===== config.mk =====
export PLATFORM = sky130hd
export DESIGN_NAME = sfrpd_decoder
export DESIGN_NICKNAME = d
export VERILOG_FILES = /design/src/design/sfrpd_pkg.sv /design/src/design/sfrpd_decoder.sv
export SDC_FILE = /design/constraint.sdc
export NUM_CORES = 1
export LEC_CHECK = 0
export BUFFER_PORTS_ARGS = -buffer_cell sky130_fd_sc_hd__buf_4
export CAP_MARGIN = 20
export CORE_MARGIN = 3
export CORE_UTILIZATION = 43
export DETAILED_ROUTE_END_ITERATION = 12
export PLACE_DENSITY = 0.76
export SYNTH_ARGS = -nofsm -noshare
export SYNTH_HDL_FRONTEND = slang
export SYNTH_SLANG_ARGS = --single-unit
export TNS_END_PERCENT = 5

===== constraint.sdc =====
create_clock -name clk_i -period 1.8 [get_ports clk_i]
set_input_delay 0.18 -clock clk_i [delete_from_list [all_inputs] [get_ports clk_i]]
set_output_delay 0.18 -clock clk_i [all_outputs]
set_load 0.01 [all_outputs]

===== src/design/sfrpd_pkg.sv =====
// Constants and types shared by the register page decoder.
package sfrpd_pkg;
	// Page values and reset value of the page-select register.
	localparam logic [7:0] PAGE_ZERO = 8'h00;
	localparam logic [7:0] PAGE_HIGH = 8'h0F;
	localparam logic [7:0] PAGE_RESET = 8'h00;
	// Lowest direct address of the register space.
	localparam logic [7:0] SFR_BASE = 8'h80;
	// Fixed addresses named by the decoder.
	localparam logic [7:0] ADDR_PAGE_SELECT = 8'hA7;
	localparam logic [7:0] ADDR_CONV_SHARED = 8'hBA;
	localparam logic [7:0] ADDR_PORT0_SHARED = 8'hA4;
	localparam logic [7:0] ADDR_DCDC_SHARED = 8'h97;
	localparam logic [7:0] ADDR_EXT_IRQ_ONE = 8'hE6;
	// Addresses that are empty on page zero.
	localparam logic [7:0] ADDR_P0_HOLE_A = 8'hAB;
	localparam logic [7:0] ADDR_P0_HOLE_B = 8'hAF;
	localparam logic [7:0] ADDR_P0_HOLE_C = 8'hB4;
	localparam logic [7:0] ADDR_P0_HOLE_D = 8'hB9;
	localparam logic [7:0] ADDR_P0_HOLE_E = 8'hE5;

	// Register targets that an access can resolve to.
	typedef enum logic [3:0] {
		TGT_NONE,
		TGT_PAGE_SELECT,
		TGT_COMMON,
		TGT_PAGE0_OTHER,
		TGT_PAGEF_OTHER,
		TGT_CONV_ACCUM_CFG,
		TGT_CONV_BURST_PWRUP,
		TGT_PORT0_OUT_MODE,
		TGT_PORT0_DRIVE,
		TGT_DCDC_CONTROL,
		TGT_CRC_SECTOR_COUNT
	} sfrpd_tgt_t;
endpackage


===== src/design/sfrpd_decoder.sv =====
// Page-select register and page-aware address decoder for the register space.
// Summary of operation
// - Eight-bit read/write page select at 0xA7, every page, clears to zero.
// - Current page value picks the target of every register read and write outside 0xA7 and the common core registers.
// - 0xBA is accumulator config on page 0x0, burst power-up on page 0xF.
// - 0xA4 is port 0 output mode on page 0x0, drive strength on 0xF.
// - 0x97 is DC-DC control on page 0x0, CRC sector count on 0xF.
// - Common core registers such as 0xE6 answer identically on every page.
// - After reset all accesses go to page zero.
`timescale 1ns/1ps

module sfrpd_decoder (
	// Clock, reset and enable.
	input wire logic clk_i,
	input wire logic rst_n_i,
	input wire logic ce_i,
	// Direct-addressed accesses from the core.
	input wire logic [7:0] acc_addr_i,
	input wire logic acc_wr_i,
	input wire logic acc_rd_i,
	input wire logic [7:0] acc_wdata_i,
	output logic [7:0] acc_rdata_o,
	// Resolved access towards the register banks.
	output sfrpd_pkg::sfrpd_tgt_t per_sel_o,
	output logic per_wr_o,
	output logic per_rd_o,
	output logic [7:0] per_wdata_o,
	input wire logic [7:0] per_rdata_i,
	// Current page for observation.
	output logic [7:0] page_select_o
);

	// Maps a page and address to the register that answers there.
	function automatic sfrpd_pkg::sfrpd_tgt_t decode(input logic [7:0] page, input logic [7:0] addr);
		sfrpd_pkg::sfrpd_tgt_t t;
		t = sfrpd_pkg::TGT_NONE;
		if (addr < sfrpd_pkg::SFR_BASE)
			t = sfrpd_pkg::TGT_NONE;
		else if (addr == sfrpd_pkg::ADDR_PAGE_SELECT)
			t = sfrpd_pkg::TGT_PAGE_SELECT;
		else
		begin
			case (addr)
				8'h80, 8'h81, 8'h82, 8'h83, 8'h87, 8'h90, 8'hA0, 8'hA8, 8'hA9, 8'hD0, 8'hE0, 8'hE6, 8'hE7,
				8'hF0, 8'hF6, 8'hF7:
					// Common core registers answer the same whatever the page value is.
					t = sfrpd_pkg::TGT_COMMON;
				default:
					if (page == sfrpd_pkg::PAGE_ZERO)
					begin
						if (addr == sfrpd_pkg::ADDR_CONV_SHARED)
							t = sfrpd_pkg::TGT_CONV_ACCUM_CFG;
						else if (addr == sfrpd_pkg::ADDR_PORT0_SHARED)
							t = sfrpd_pkg::TGT_PORT0_OUT_MODE;
						else if (addr == sfrpd_pkg::ADDR_DCDC_SHARED)
							t = sfrpd_pkg::TGT_DCDC_CONTROL;
						else if (addr != sfrpd_pkg::ADDR_P0_HOLE_A && addr != sfrpd_pkg::ADDR_P0_HOLE_B &&
							addr != sfrpd_pkg::ADDR_P0_HOLE_C && addr != sfrpd_pkg::ADDR_P0_HOLE_D &&
							addr != sfrpd_pkg::ADDR_P0_HOLE_E)
							t = sfrpd_pkg::TGT_PAGE0_OTHER;
					end
					else if (page == sfrpd_pkg::PAGE_HIGH)
					begin
						if (addr == sfrpd_pkg::ADDR_CONV_SHARED)
							t = sfrpd_pkg::TGT_CONV_BURST_PWRUP;
						else if (addr == sfrpd_pkg::ADDR_PORT0_SHARED)
							t = sfrpd_pkg::TGT_PORT0_DRIVE;
						else if (addr == sfrpd_pkg::ADDR_DCDC_SHARED)
							t = sfrpd_pkg::TGT_CRC_SECTOR_COUNT;
						else
						begin
							case (addr)
								8'h85, 8'h86, 8'h91, 8'h92, 8'h93, 8'h95, 8'h96, 8'hA5, 8'hA6, 8'hBD:
									t = sfrpd_pkg::TGT_PAGEF_OTHER;
								default:
									t = sfrpd_pkg::TGT_NONE;
							endcase
						end
					end
			endcase
		end
		return t;
	endfunction

	logic [7:0] page_r;
	logic [7:0] page_nxt;
	logic [7:0] rdata_r;
	logic [7:0] rdata_nxt;
	sfrpd_pkg::sfrpd_tgt_t tgt;
	logic fwd;

	// Decode with the page value held before this cycle's write lands.
	assign tgt = decode(page_r, acc_addr_i);
	assign fwd = ce_i && tgt != sfrpd_pkg::TGT_NONE && tgt != sfrpd_pkg::TGT_PAGE_SELECT;

	// Forward accesses that resolve to a bank register; reserved ones go nowhere.
	assign per_sel_o = tgt;
	assign per_wr_o = fwd && acc_wr_i;
	assign per_rd_o = fwd && acc_rd_i;
	assign per_wdata_o = acc_wdata_i;
	assign page_select_o = page_r;
	assign acc_rdata_o = rdata_r;

	// Next page value and captured read data.
	always_comb
	begin
		page_nxt = page_r;
		rdata_nxt = rdata_r;
		if (ce_i && acc_wr_i && tgt == sfrpd_pkg::TGT_PAGE_SELECT)
			page_nxt = acc_wdata_i;
		if (ce_i && acc_rd_i)
		begin
			if (tgt == sfrpd_pkg::TGT_PAGE_SELECT)
				rdata_nxt = page_r;
			else if (tgt == sfrpd_pkg::TGT_NONE)
				rdata_nxt = 8'h00;
			else
				rdata_nxt = per_rdata_i;
		end
	end

	// Page register starts on page zero so reset leaves the default bank in view.
	always_ff @(posedge clk_i or negedge rst_n_i)
	begin
		if (!rst_n_i)
		begin
			page_r <= sfrpd_pkg::PAGE_RESET;
			rdata_r <= 8'h00;
		end
		else
		begin
			page_r <= page_nxt;
			rdata_r <= rdata_nxt;
		end
	end
endmodule


==> reports/metrics.yaml <==
port_buffers: 58
ys_ff_latch: 16
r2r-end: "acc_rdata_o[7]$_DFFE_PN0P_"
path_cells: "or4_4 > nor2_4 > o2111ai_2 > nand4_4 > a211oi_4 > nor2_2 > buf_4"
clock.fmax_mhz: 468
antenna_left: 0
placed_cells: 291
synth_ff_type: "dfrtp_1"
worst_slack_ps: -339
root_buffer: "clkbuf_4"
first_pass_iters: 4
synth_edf_count: 0
synth_top_family_by_area: "simple AND/OR/NAND/NOR gates"
netlist.area_leader.share: 0.284
violations: "setup timing"
fin_skew_ps: 9.52
clock_power_share: 0.176
slew-limit-headroom: 0.571
clk_pin_slew_worst_paths_ps: 90
drive_above_1_share: 0.514
rsz0062_at_grt: "true"
cp_slowest_stage_delay_ps: 580
tns_ps: -2730
clk_path_buf_depth: 2
vias: 1585
crit_required_ps: 1620
diodes: 0
synth-xor-area-share: 0.00621
synth_compound_area_frac: 0.233
dp_hpwl_um: 3580
min_delay_path_depth: 3
fill_cells: 265
routed_wirelength_um: 4340
wire_per_inst_um: 14.6
netlist_area_mm2: 0.00141
min_to: "acc_rdata_o[3]$_DFFE_PN0P_"
switchingPower_w: 0.000324
yosysWarnings: 0
hold_class: "in -> reg"
vdd_drop_max_uv: 340
synthMuxAreaShare: 0.0638
syn_avg_cell_area_um2: 8.55
grt_max_degree: 17
arrival_ps: 1960
drc: 0
r2r_slack_ps: -150
outcome: "finished, violations left"
vias_per_cell: 5.34
cellLeakagePower_nw: 1.06
grt_pass1_wl_um: 7180
worstPathMaxFanout: 5
crit_family: "simple AND/OR/NAND/NOR gates"
io_pins: 59
ys_top_cells_by_area: "dfrtp_1 (28%), a211oi_1 (9.6%), mux2_2 (6.4%)"
dieArea_mm2: 0.00401
core_region_area_mm2: 0.00310
grt.overflow.total: 0
seq_area_um2: 400
multi_input_area_um2: 895
synthAdderAreaFrac: 0
critPathKind: "reg -> out"
routabilityCongestion: 0.951
setup_viol: 14
seq_area_frac_synth: 0.284
fin_cells: 297
cp-end-kind: "output port"
max_cap_viol_count: 0
synth-simple-area-share: 0.310
cts.htree.levels: 1
min_period_ps: 2140
hold_start: "per_rdata_i[3]"
cp-start-kind: "flip-flop"
core.rowCount: 20
hold_viol_final: 0
synthMostInstantiatedCell: "a211oi_1"
swShare: 0.315
crit_slowest_cell: "or4_4"
antenna_found_initial: 0
yosysTopAreaCell: "dfrtp_1"
r2r_start: "page_select_o[6]$_DFFE_PN0P_"
fin_crit_sh: 1.19
syn_nets: 194
syn_to_final_growth_pct: 54.3
nets: 284
reg2reg_depth: 8
grt_use_total: 0.220
slew_violations: 0
critPathBufInv: 1
cts_buffers: 3
intPower_w: 0.000706
drtIter0Drc: 88
dieHeight_um: 63.3
preCtsSetupSlack_ps: -240
power_frac_seq: 0.396
combPwrFrac: 0.428
syn-instance-count: 165
initial_core_util: 0.455
ys_types: 49
yosys-top-cells-count: "a211oi_1 (18), dfrtp_1 (16), nand2_1 (15), nor2_1 (14)"
tightest_slew_ps: 634
cts_tree: "built"
die_x_um: 63.3
p_per_area_mw_per_mm2: 473
ys_async_sr_fraction: 1.00
clk_latency_ps: 290
cts_sinks: 16
grt_pass1_vias: 1560
-- tightest hold or removal path: cells and delay by family --
family / cells / cell delay, ps
AOI/OAI and AO/OA: 1 / 50
buffers and inverters: 2 / 150
-- power by group through the flow --
stage	Clock [W]	Combinational [W]	Sequential [W]
3_5_place_dp	0	0.000418	0.000416
6_report	0.000182	0.000441	0.000408
3_3_place_gp	0	0.000409	0.000413
2_1_floorplan	0	0.000189	0.000431
4_1_cts	0.000188	0.000441	0.000409
5_1_grt	0.000200	0.000480	0.000412
-- how the worst max path moves through the flow --
stage	from	endpoint	slack, ps	depth (start not counted)
2_1_floorplan	page_select_o[5]$_DFFE_PN0P_	per_rd_o	-30	6
6_report	page_select_o[6]$_DFFE_PN0P_	per_rd_o	-340	7
3_3_place_gp	acc_addr_i[0]	per_rd_o	-130	8
5_1_grt	page_select_o[4]$_DFFE_PN0P_	per_rd_o	-410	7
4_1_cts	page_select_o[6]$_DFFE_PN0P_	per_rd_o	-340	7
3_5_place_dp	acc_addr_i[0]	per_rd_o	-240	8
-- per-stage QoR --
stage | total power [W] | hold WS, ps | utilization | instance area, um^2
2_1_floorplan | 0.000620 | -116 | - | 1420
3_3_place_gp | 0.000822 | 43.4 | 0.680 | 2110
3_5_place_dp | 0.000834 | 45.5 | 0.680 | 2110
4_1_cts | 0.00104 | 121 | 0.702 | 2180
5_1_grt | 0.00109 | 119 | 0.702 | 2180
6_report | 0.00103 | 125 | 0.702 | 2180
-- per-layer routing --
layer,track usage,wire length [um],vias to the layer above
met5,0,0,-
met4,0.0458,33,0
li1,-,-,784
met3,0.0374,196,4
met2,0.378,2180,48
met1,0.291,1930,749
-- cell type report --
class	count	share of cell area
Multi-Input combinational cell	122	0.411
Timing Repair Buffer	101	0.351
Sequential cell	16	0.184
Tap cell	44	0.0253
Inverter	11	0.0190
Clock buffer	3	0.0103
-- cells by family (layout without fill, tap and decap cells) --
| logic type | after synthesis | in the layout |
|---|---|---|
| AO/OA/AOI/OAI | 44 | 44 |
| XOR/XNOR | 1 | 1 |
| buffers and inverters | 27 | 115 |
| flip-flops | 16 | 16 |
| multiplexers | 8 | 8 |
| AND/OR/NAND/NOR | 69 | 69 |
-- placed cells by master (no fill, tap or decap), drive strengths merged, types with 2 or more instances in the layout --
master,Yosys,routed
mux2,8,8
nand4,2,2
or4,2,2
o2111ai,2,2
buf,15,100
nor2,16,16
or2,2,2
inv,11,11
and3,3,3
a21boi,2,2
and3b,2,2
nand3,2,2
a21oi,11,11
nand2,15,15
dfrtp,16,16
nand3b,4,4
nor3,3,3
nand4bb,2,2
nand4b,3,3
o21ai,3,3
clkbuf,1,3
and2,4,4
a211oi,20,20
-- repair_timing --
item | CTS | global route
pin swaps | 12 | 0
hold buffers | 1 | 0
resized for setup | 4 | 0
endpoints found under the hold margin | 16 | 0
buffers inserted | 2 | 0
setup endpoints to repair | 14 | 14
-- sequential cells by signal, indices dropped and copies added (netlist names) --
register       cells
page_select_o      8
acc_rdata_o        8
Note: power is estimated with default switching activity, not from simulation.
